===== src/include/agparc_map.svh =====
// Register map, field positions and reset values of the graphics port rate control
`ifndef AGPARC_MAP_SVH
`define AGPARC_MAP_SVH

// ****************************************************
// Register offsets
// ****************************************************
`define AGPARC_OFS_BASE 8'h10
`define AGPARC_OFS_CMD 8'hA8
`define AGPARC_OFS_CTRL 8'hB0
`define AGPARC_OFS_SIZE 8'hB4

// ****************************************************
// Field positions
// ****************************************************
`define AGPARC_RATE_HI 2
`define AGPARC_RATE_LO 0
`define AGPARC_FASTWR_BIT 4
`define AGPARC_TLBEN_BIT 7
`define AGPARC_MASK_HI 5
`define AGPARC_MASK_LO 0
`define AGPARC_BASE_HI 27
`define AGPARC_BASE_LO 22

// ****************************************************
// Encodings and reset values
// ****************************************************
`define AGPARC_RATE_1X 3'h1
`define AGPARC_RATE_2X 3'h2
`define AGPARC_RATE_4X 3'h4
`define AGPARC_RATE_RST 3'h0
`define AGPARC_MASK_RST 6'h00
`define AGPARC_MASK_4MB 6'h3F
`define AGPARC_MASK_8MB 6'h3E
`define AGPARC_MASK_16MB 6'h3C
`define AGPARC_MASK_32MB 6'h38
`define AGPARC_MASK_64MB 6'h30
`define AGPARC_MASK_128MB 6'h20
`define AGPARC_SIZE_MAX_MB 9'h100
`define AGPARC_TLB_ENTRIES 8

`endif


===== src/include/agparc_pkg.sv =====
// Types shared by both ends of the graphics port rate control
package agparc_pkg;
   typedef logic [2:0] agparc_rate_t;
   typedef logic [5:0] agparc_mask_t;
   typedef logic [7:0] agparc_addr_t;
   typedef logic [31:0] agparc_word_t;
   typedef enum {AGPARC_IDLE, AGPARC_WAIT} agparc_state_t;
endpackage : agparc_pkg


===== src/include/agparc_if.sv =====
// Configuration access link between software end and device end
`timescale 1ns/1ps
interface agparc_if;
   logic cfg_wr;
   logic cfg_rd;
   agparc_pkg::agparc_addr_t cfg_addr;
   agparc_pkg::agparc_word_t cfg_wdata;
   agparc_pkg::agparc_word_t cfg_rdata;
   logic cfg_ack;

   modport dev (input cfg_wr, input cfg_rd, input cfg_addr, input cfg_wdata,
      output cfg_rdata, output cfg_ack);
   modport sw (output cfg_wr, output cfg_rd, output cfg_addr, output cfg_wdata,
      input cfg_rdata, input cfg_ack);
endinterface : agparc_if


===== src/hw/agparc_dev.sv =====
// Device end: rate select, translation buffer control and aperture size mask
`timescale 1ns/1ps
`include "agparc_map.svh"

module agparc_dev (
   input wire logic mclk_in,
   input wire logic sys_rst_in,
   agparc_if.dev bus,
   input wire logic tlb_fill_in,
   input wire logic [2:0] tlb_fill_idx_in,
   output logic [2:0] ad_sba_rate_out,
   output logic [2:0] fast_write_rate_out,
   output logic std_write_out,
   output logic tlb_enable_out,
   output logic [7:0] tlb_valid_out,
   output agparc_pkg::agparc_mask_t aperture_size_mask_out,
   output logic [5:0] aperture_base_out,
   output logic [8:0] aperture_size_mb_out
);
   import agparc_pkg::*;

   // ****************************************************
   // Register state
   // ****************************************************
   agparc_rate_t transfer_rate_select;
   logic fast_write_enable;
   logic tlb_enable;
   agparc_mask_t aperture_size_mask;
   logic [5:0] aperture_base;
   logic [`AGPARC_TLB_ENTRIES-1:0] tlb_valid;
   agparc_word_t rdata;
   logic ack;
   logic [2:0] ad_sba_rate;
   logic [2:0] fw_rate;
   logic std_write;
   logic [8:0] size_mb;

   agparc_rate_t next_transfer_rate_select;
   logic next_fast_write_enable;
   logic next_tlb_enable;
   agparc_mask_t next_aperture_size_mask;
   logic [5:0] next_aperture_base;
   logic [`AGPARC_TLB_ENTRIES-1:0] next_tlb_valid;
   agparc_word_t next_rdata;
   logic next_ack;
   logic [2:0] next_ad_sba_rate;
   logic [2:0] next_fw_rate;
   logic next_std_write;
   logic [8:0] next_size_mb;

   // ****************************************************
   // Configuration writes
   // ****************************************************
   // Register updates from software writes
   always_comb
   begin
      next_transfer_rate_select = transfer_rate_select;
      next_fast_write_enable = fast_write_enable;
      next_tlb_enable = tlb_enable;
      next_aperture_size_mask = aperture_size_mask;
      next_aperture_base = aperture_base;
      if (bus.cfg_wr)
      begin
         case (bus.cfg_addr)
            `AGPARC_OFS_CMD:
            begin
               // Stored as written; software keeps it one-hot
               next_transfer_rate_select =
                  bus.cfg_wdata[`AGPARC_RATE_HI:`AGPARC_RATE_LO];
               next_fast_write_enable = bus.cfg_wdata[`AGPARC_FASTWR_BIT];
            end
            `AGPARC_OFS_CTRL: next_tlb_enable = bus.cfg_wdata[`AGPARC_TLBEN_BIT];
            `AGPARC_OFS_SIZE:
            begin
               next_aperture_size_mask =
                  bus.cfg_wdata[`AGPARC_MASK_HI:`AGPARC_MASK_LO];
            end
            `AGPARC_OFS_BASE:
            begin
               next_aperture_base =
                  bus.cfg_wdata[`AGPARC_BASE_HI:`AGPARC_BASE_LO];
            end
            default: next_aperture_base = aperture_base;
         endcase
      end
      // Cleared mask bits hold base bits at zero, any pattern
      next_aperture_base = next_aperture_base & next_aperture_size_mask;
   end

   // Register file flops, all zero from reset
   always_ff @(posedge mclk_in or posedge sys_rst_in)
   begin
      if (sys_rst_in)
      begin
         transfer_rate_select <= `AGPARC_RATE_RST;
         fast_write_enable <= 1'b0;
         tlb_enable <= 1'b0;
         aperture_size_mask <= `AGPARC_MASK_RST;
         aperture_base <= 6'h00;
      end
      else
      begin
         transfer_rate_select <= next_transfer_rate_select;
         fast_write_enable <= next_fast_write_enable;
         tlb_enable <= next_tlb_enable;
         aperture_size_mask <= next_aperture_size_mask;
         aperture_base <= next_aperture_base;
      end
   end

   // ****************************************************
   // Configuration reads
   // ****************************************************
   // Read data with reserved bits at zero, one-cycle acknowledge
   always_comb
   begin
      next_rdata = 32'h00000000;
      next_ack = bus.cfg_wr | bus.cfg_rd;
      if (bus.cfg_rd)
      begin
         case (bus.cfg_addr)
            `AGPARC_OFS_CMD:
            begin
               next_rdata[`AGPARC_RATE_HI:`AGPARC_RATE_LO] = transfer_rate_select;
               next_rdata[`AGPARC_FASTWR_BIT] = fast_write_enable;
            end
            `AGPARC_OFS_CTRL: next_rdata[`AGPARC_TLBEN_BIT] = tlb_enable;
            `AGPARC_OFS_SIZE: next_rdata[`AGPARC_MASK_HI:`AGPARC_MASK_LO] = aperture_size_mask;
            `AGPARC_OFS_BASE: next_rdata[`AGPARC_BASE_HI:`AGPARC_BASE_LO] = aperture_base;
            default: next_rdata = 32'h00000000;
         endcase
      end
   end

   // Read answer flops
   always_ff @(posedge mclk_in or posedge sys_rst_in)
   begin
      if (sys_rst_in)
      begin
         rdata <= 32'h00000000;
         ack <= 1'b0;
      end
      else
      begin
         rdata <= next_rdata;
         ack <= next_ack;
      end
   end

   // ****************************************************
   // Translation buffer valid bits
   // ****************************************************
   // Fill sets a valid bit; disabled buffer clears them all
   always_comb
   begin
      next_tlb_valid = tlb_valid;
      if (!tlb_enable)
      begin
         next_tlb_valid = '0;
      end
      else if (tlb_fill_in)
      begin
         next_tlb_valid[tlb_fill_idx_in] = 1'b1;
      end
   end

   // Valid bit flops
   always_ff @(posedge mclk_in or posedge sys_rst_in)
   begin
      if (sys_rst_in)
      begin
         tlb_valid <= '0;
      end
      else
      begin
         tlb_valid <= next_tlb_valid;
      end
   end

   // ****************************************************
   // Port steering
   // ****************************************************
   // Rate decode, fast write choice and aperture size
   always_comb
   begin
      case (transfer_rate_select)
         `AGPARC_RATE_1X: next_ad_sba_rate = `AGPARC_RATE_1X;
         `AGPARC_RATE_2X: next_ad_sba_rate = `AGPARC_RATE_2X;
         `AGPARC_RATE_4X: next_ad_sba_rate = `AGPARC_RATE_4X;
         default: next_ad_sba_rate = 3'h0; // No legal rate chosen
      endcase
      // Fast writes only above 1x and when enabled
      if (fast_write_enable && (next_ad_sba_rate == `AGPARC_RATE_2X ||
         next_ad_sba_rate == `AGPARC_RATE_4X))
      begin
         next_fw_rate = next_ad_sba_rate;
         next_std_write = 1'b0;
      end
      else
      begin
         next_fw_rate = 3'h0;
         next_std_write = 1'b1;
      end
      // Each set mask bit halves the aperture
      next_size_mb = `AGPARC_SIZE_MAX_MB;
      for (int i = 0; i < 6; i++)
      begin
         if (aperture_size_mask[i])
         begin
            next_size_mb = next_size_mb >> 1;
         end
      end
   end

   // Steering output flops
   always_ff @(posedge mclk_in or posedge sys_rst_in)
   begin
      if (sys_rst_in)
      begin
         ad_sba_rate <= 3'h0;
         fw_rate <= 3'h0;
         std_write <= 1'b1;
         size_mb <= `AGPARC_SIZE_MAX_MB;
      end
      else
      begin
         ad_sba_rate <= next_ad_sba_rate;
         fw_rate <= next_fw_rate;
         std_write <= next_std_write;
         size_mb <= next_size_mb;
      end
   end

   // ****************************************************
   // Outputs
   // ****************************************************
   assign bus.cfg_rdata = rdata;
   assign bus.cfg_ack = ack;
   assign ad_sba_rate_out = ad_sba_rate;
   assign fast_write_rate_out = fw_rate;
   assign std_write_out = std_write;
   assign tlb_enable_out = tlb_enable;
   assign tlb_valid_out = tlb_valid;
   assign aperture_size_mask_out = aperture_size_mask;
   assign aperture_base_out = aperture_base;
   assign aperture_size_mb_out = size_mb;

endmodule : agparc_dev


===== src/flat_wrapper.sv =====
// flat-port wrapper written by rule: the top's interface ports become plain ports
module agparc_dev_flat import agparc_pkg::*;
  (mclk_in, sys_rst_in, tlb_fill_in, tlb_fill_idx_in, ad_sba_rate_out, fast_write_rate_out, std_write_out, tlb_enable_out, tlb_valid_out, aperture_size_mask_out, aperture_base_out, aperture_size_mb_out, bus_cfg_wr, bus_cfg_rd, bus_cfg_addr, bus_cfg_wdata, bus_cfg_rdata, bus_cfg_ack);
  agparc_if bus_i ();
  input wire logic mclk_in;
  input wire logic sys_rst_in;
  input wire logic tlb_fill_in;
  input wire logic [2:0] tlb_fill_idx_in;
  output logic [2:0] ad_sba_rate_out;
  output logic [2:0] fast_write_rate_out;
  output logic std_write_out;
  output logic tlb_enable_out;
  output logic [7:0] tlb_valid_out;
  output agparc_pkg::agparc_mask_t aperture_size_mask_out;
  output logic [5:0] aperture_base_out;
  output logic [8:0] aperture_size_mb_out;
  input wire logic [$bits(bus_i.cfg_wr)-1:0] bus_cfg_wr;
  input wire logic [$bits(bus_i.cfg_rd)-1:0] bus_cfg_rd;
  input wire logic [$bits(bus_i.cfg_addr)-1:0] bus_cfg_addr;
  input wire logic [$bits(bus_i.cfg_wdata)-1:0] bus_cfg_wdata;
  output wire logic [$bits(bus_i.cfg_rdata)-1:0] bus_cfg_rdata;
  output wire logic [$bits(bus_i.cfg_ack)-1:0] bus_cfg_ack;
  assign bus_i.cfg_wr = bus_cfg_wr;
  assign bus_i.cfg_rd = bus_cfg_rd;
  assign bus_i.cfg_addr = bus_cfg_addr;
  assign bus_i.cfg_wdata = bus_cfg_wdata;
  assign bus_cfg_rdata = bus_i.cfg_rdata;
  assign bus_cfg_ack = bus_i.cfg_ack;
  agparc_dev u_core (.mclk_in(mclk_in), .sys_rst_in(sys_rst_in), .bus(bus_i), .tlb_fill_in(tlb_fill_in), .tlb_fill_idx_in(tlb_fill_idx_in), .ad_sba_rate_out(ad_sba_rate_out), .fast_write_rate_out(fast_write_rate_out), .std_write_out(std_write_out), .tlb_enable_out(tlb_enable_out), .tlb_valid_out(tlb_valid_out), .aperture_size_mask_out(aperture_size_mask_out), .aperture_base_out(aperture_base_out), .aperture_size_mb_out(aperture_size_mb_out));
endmodule

===== config.mk =====
export PLATFORM = sky130hd
export DESIGN_NAME = agparc_dev_flat
export DESIGN_NICKNAME = d
export VERILOG_FILES = /design/src/include/agparc_pkg.sv /design/src/include/agparc_if.sv /design/src/hw/agparc_dev.sv /design/src/flat_wrapper.sv
export VERILOG_INCLUDE_DIRS = /design/src /design/src/include
export SDC_FILE = /design/constraint.sdc
export NUM_CORES = 1
export LEC_CHECK = 0
export ABC_AREA = 1
export BUFFER_PORTS_ARGS = -buffer_cell sky130_fd_sc_hd__buf_2
export CAP_MARGIN = 0
export CORE_MARGIN = 1
export CORE_UTILIZATION = 35
export DETAILED_ROUTE_END_ITERATION = 12
export PLACE_DENSITY_LB_ADDON = 0.15
export SLEW_MARGIN = 10
export SYNTH_ARGS = -nofsm -noshare
export SYNTH_HDL_FRONTEND = slang
export SYNTH_SLANG_ARGS = --single-unit
export TNS_END_PERCENT = 20

===== constraint.sdc =====
create_clock -name mclk_in -period 1.5 [get_ports mclk_in]
set_clock_uncertainty 0.1 [all_clocks]
set_input_delay 0.075 -clock mclk_in [delete_from_list [all_inputs] [get_ports mclk_in]]
set_output_delay 0.075 -clock mclk_in [all_outputs]
set_load 0.02 [all_outputs]

* Yosys cells after proc, flatten, opt, wreduce, memory -nomap -nowiden *
Index checks and enable logic that the tools add are counted.

word-level totals
  flip-flop bits (word level) = 70
  output and inout bits = 70
  word-level logic and storage cells = 56

operators by class
  magnitude comparators = 2
  eq/ne operators = 10
  muxes and demuxes = 24
  bitwise operators = 3
  reduce and logical (&&, ||, !) cells = 5

operators with widths
  cell                                                                                  number
  9-bit 2-to-1 mux                                                                      6
  6-bit 2-to-1 mux                                                                      5
  28-bit 2-to-1 mux                                                                     1
  8-bit == test (second input constant)                                                 3
  8-bit 2-to-1 mux                                                                      2
  3-bit case mux with 3 select lines                                                    1
  8-bit by 5-bit == test with 1-bit output (second input constant)                      1
  8-bit OR                                                                              1
  6-bit bitwise AND                                                                     1
  3-bit by 2-bit == test with 1-bit output (second input constant)                      2
  3-bit == test (second input constant)                                                 2
  3-bit case mux with 2 select lines                                                    1
  1-bit 2-to-1 mux                                                                      5
  3-bit by 4-bit < comparator with 1-bit output (second input constant)                 1
  2-bit AND reduction                                                                   2
  1-bit demux with 3-bit select                                                         1
  3-bit by 1-bit == test with 1-bit output (second input constant)                      1
  3-bit by 1-bit greater-or-equal comparator with 1-bit output (second input constant)  1
  3-bit 2-to-1 mux                                                                      1
  1-bit logical AND                                                                     2
  2-bit inequality test (second input constant)                                         1
  1-bit case mux with 2 select lines                                                    1
  1-bit logical OR                                                                      1
  1-bit OR                                                                              1

* Depth between registers and ports, before layout *
  word-level depth = 7
  depth in mapped cells = 8
  mapped depth without buffers = 8

* Least setup slack after synthesis *
No wires, ideal clock.

  path kind = flip-flop to flip-flop
  from = reg u_core.aperture_size_mask[0], in the netlist u_core.aperture_size_mask_out[0]
  to = reg u_core.size_mb[3], in the netlist u_core.aperture_size_mb_out[3]
  arrival = 1,248 ps
  required time = 1,271 ps
  setup slack = 23 ps
  stages on the path, launching flop included = 9
  buffers on the path = 0
  cell sequence = dfrtp_1 -> inv_1 -> ha_1 -> nand2_1 -> nand2_1 -> nand2_1 -> nand3_1 -> nand3_1 -> o21ai_1

between the ends
  longest elaborated chain between the ends = 6

RTL lines
  element                         RTL line           text
  start: declaration              agparc_dev.sv:28   agparc_mask_t aperture_size_mask;
  start signal: assignment        agparc_dev.sv:98   aperture_size_mask <= `AGPARC_MASK_RST;
  start signal: assignment        agparc_dev.sv:106  aperture_size_mask <= next_aperture_size_mask;
  9-bit 2-to-1 mux (6 in series)  agparc_dev.sv:208  if (aperture_size_mask[i])
  net u_core.next_size_mb[3]      agparc_dev.sv:49   logic [8:0] next_size_mb;
  end signal: assignment          agparc_dev.sv:223  size_mb <= `AGPARC_SIZE_MAX_MB;
  end signal: assignment          agparc_dev.sv:230  size_mb <= next_size_mb;
  end: declaration                agparc_dev.sv:36   logic [8:0] size_mb;

The timed path passes the listed nets, and every way through them passes these cells.
A chain may end at the register's enable or synchronous reset.

* Worst setup path in the final report *
  from = reg u_core.aperture_size_mask[1], in the netlist u_core.aperture_size_mask_out[1]
  to = reg u_core.size_mb[3], in the netlist u_core.aperture_size_mb_out[3]

between the ends
  longest elaborated chain between the ends = 5

RTL lines
  element                         RTL line
  9-bit 2-to-1 mux (5 in series)  agparc_dev.sv:208
  net u_core.next_size_mb[3]      agparc_dev.sv:49

The timed path passes the listed nets, and every way through them passes these cells.

==> out/results.tsv <==
metric	value	unit
synthFlopType	dfrtp_1	
arrival	1.50	ns
grt_pass1_vias	1925	
rows	30	
wl_met2	2600	um
period_share	0.942	
whs	0.0151	ns
postLayoutSetupSlackWorst	0.0874	ns
clkLatencyLatePin	0.30	ns
path_clk_slew	0.10	ns
antenna_found_initial	0	
grt.overflow.total	0	
top_layer_used	met4	
hold_viol_final	0	
cts_tree	done	
max_freq	708	MHz
drv_slew	0	
fin_nets	448	
synth.area.mux_share	0	
grt_max_degree	24	
reg2reg_slack	0.09	ns
ys_seq_area_frac	0.531	
dieArea	7490	um2
pin_count	118	
dieHeight	86.6	um
ys_ff_latch	53	
post_cts_buffers	0	
peakVddDrop	0.403	mV
leakage	1.84	nW
p_int	2.26	mW
drt_iter0_drc	84	
cts_buffer_depth	2	
gp_congestion	0.768	
vias	2088	
wl_met3	238	um
ys_async_sr_fraction	1.00	
area_growth_syn_to_layout	29.7	%
dp_slack	0.0558	ns
status	completed	
yosys_warnings	0	
avgRoutedWirePerCell	11.1	um
port_buffers	77	
netSwitchingPower	0.965	mW
p_clk_frac	0.303	
p_seq_frac	0.498	
cts.sinks	53	
cp-start-kind	register	
grt_pass1_wl	9060	um
regArea	1330	um2
place_hpwl	4250	um
synth_area	2500	um2
drv_cap	0	
synth_simple_gate_area_frac	0.270	
comb_power_share	0.199	
period_minus_slack	1.41	ns
hold_path.class	input pin to register	
min_from	bus_cfg_rd	
cts_htree_levels	2	
hold_path_depth	3	
vias_per_cell	4.22	
root_buffer	clkbuf_8	
cp.required	1.58	ns
cts_buffers	5	
synth_compound_area_frac	0.0380	
diodes	0	
drt-pass1-iter-count	4	
r2r_cells	8	
synth_xor_xnor_area_share	0	
synth_edf_count	0	
multi_input_area	916	um2
die_w	86.6	um
synth_top_family_by_area	simple AND/OR/NAND/NOR gates	
p_sw_frac	0.299	
setup.worst_path.class	register to register	
drive_gt1_frac	0.278	
core	6830	um2
p_per_area	995	nW/um2
setup_violations	0	
synth_cells	299	
avgSynthCellArea	8.37	um2
r2r_start	u_core.aperture_size_mask_out[1]$_DFF_PP0_	
critical_path.max_fanout	3	
detail-route-antenna-nets	0	
cp-end-kind	register	
netlist-cell-type-count	25	
routed_wl	5500	um
r2r-end	u_core.aperture_size_mb_out[3]$_DFF_PP0_	
nFillCells	747	
hold-path-endpoint	u_core.bus.cfg_ack$_DFF_PP0_	
drc_errors	0	
synth_adder_area_share	0.0100	
wl_met1	2590	um
grt_usage	0.156	
start_util	0.366	
cell usage after synthesis, types with 2 or more instances:
cell	instances	area [um2]
a21oi_1	12	60.1
buf_4	22	165
buf_6	2	22.5
clkbuf_1	2	7.51
dfrtp_1	51	1280
dfstp_2	2	52.6
ha_1	2	25.0
inv_1	44	165
nand2_1	63	236
nand2_2	2	12.5
nand3_1	36	180
nand4_1	7	43.8
nor2_1	30	113
nor2_4	2	22.5
nor3_1	7	35.0
o21ai_0	2	10.0
o21ai_1	5	25.0
sequential cells by signal, indices dropped and copies added (netlist names):
name / count
u_core.ad_sba_rate_out: 3
u_core.aperture_base_out: 6
u_core.aperture_size_mask_out: 6
u_core.aperture_size_mb_out: 7
u_core.bus.cfg_ack: 1
u_core.bus.cfg_rdata: 13
u_core.fast_write_enable: 1
u_core.fast_write_rate_out: 3
u_core.std_write_out: 1
u_core.tlb_enable_out: 1
u_core.tlb_valid_out: 8
u_core.transfer_rate_select: 3
power groups by stage:
stage               Sequential [mW]  Clock (mW)  Combinational (mW)
finish                         1.61       0.980               0.643
global route                   1.62        1.06               0.720
CTS                            1.61        1.01               0.639
detailed placement             1.64           0               0.610
global placement               1.64           0               0.606
floorplan                      1.77           0               0.294
metal layers:
metal	vias to the layer above	global-route usage
li1	1086	-
met1	935	0.210
met2	62	0.259
met3	5	0.0276
met4	0	0.0409
met5	-	0
stage by stage:
step                cells  TNS, ns  total power [mW]  cell area, um2   util
floorplan             320        0              2.07            2580      -
global placement      473        0              2.24            2950  0.432
detailed placement    473        0              2.25            2950  0.432
CTS                   495        0              3.26            3210  0.470
global route          495  -0.0143              3.40            3250  0.475
finish                495        0              3.23            3250  0.475
cell families (layout without fill, tap and decap cells):
kind of cell | after synthesis | count (layout)
and+or+nand+nor | 151 | 151
AOI/OAI and AO/OA | 19 | 19
buffers and inverters | 73 | 152
adders and majority gates | 2 | 2
other | 1 | 22
DFF | 53 | 53
repair_timing:
action                                  CTS  global route
endpoints found under the hold margin    33             0
hold buffers                             14             0
resized for setup                         0             8
endpoints found under the setup margin    0             5
worst max-delay path: stages (launching register included):
cell	delay [ns]
dfrtp_1	0.43
inv_1	0.11
ha_4	0.21
nand2_1	0.07
nand2_1	0.07
nand2_2	0.07
nand3_2	0.08
nand3_2	0.10
o21ai_1	0.06
layout make-up:
class                      instances  share of cell area
sequential                        53               0.409
multi-input combinational        194               0.282
timing repair buffer              99               0.184
inverter                          45              0.0520
tap                               96              0.0370
clock buffer                       5              0.0212
clock inverter                     3              0.0143
worst max path at each step:
stage | end | cells after the start | slack [ns] | start
final | u_core.aperture_size_mb_out[3]$_DFF_PP0_ | 8 | 0.09 | u_core.aperture_size_mask_out[1]$_DFF_PP0_
after global routing | u_core.aperture_size_mb_out[4]$_DFF_PP0_ | 8 | -0.008 | u_core.aperture_size_mask_out[0]$_DFF_PP0_
after CTS | u_core.aperture_size_mb_out[3]$_DFF_PP0_ | 8 | 0.03 | u_core.aperture_size_mask_out[1]$_DFF_PP0_
after detailed placement | u_core.aperture_size_mb_out[3]$_DFF_PP0_ | 8 | 0.06 | u_core.aperture_size_mask_out[1]$_DFF_PP0_
after global placement | u_core.aperture_size_mb_out[3]$_DFF_PP0_ | 8 | 0.08 | u_core.aperture_size_mask_out[1]$_DFF_PP0_
after floorplan | u_core.aperture_size_mb_out[3]$_DFF_PP0_ | 8 | 0.02 | u_core.aperture_size_mask_out[0]$_DFF_PP0_
layout by cell type, fill, tap and decap left out, types with 4 or more instances in the layout:
cell type,netlist,layout
inv_1,44,43
nand3_2,1,4
dfrtp_1,51,51
nand3_1,36,33
conb_1,1,22
clkbuf_8,0,5
nor2_1,30,30
dlygate4sd3_1,0,14
nand2_2,2,6
buf_4,22,7
buf_2,1,77
nor3_1,7,7
a21oi_1,12,12
nand2_1,63,59
nand4_1,7,7
o21ai_1,5,5
(Power assumes the default switching activity.)
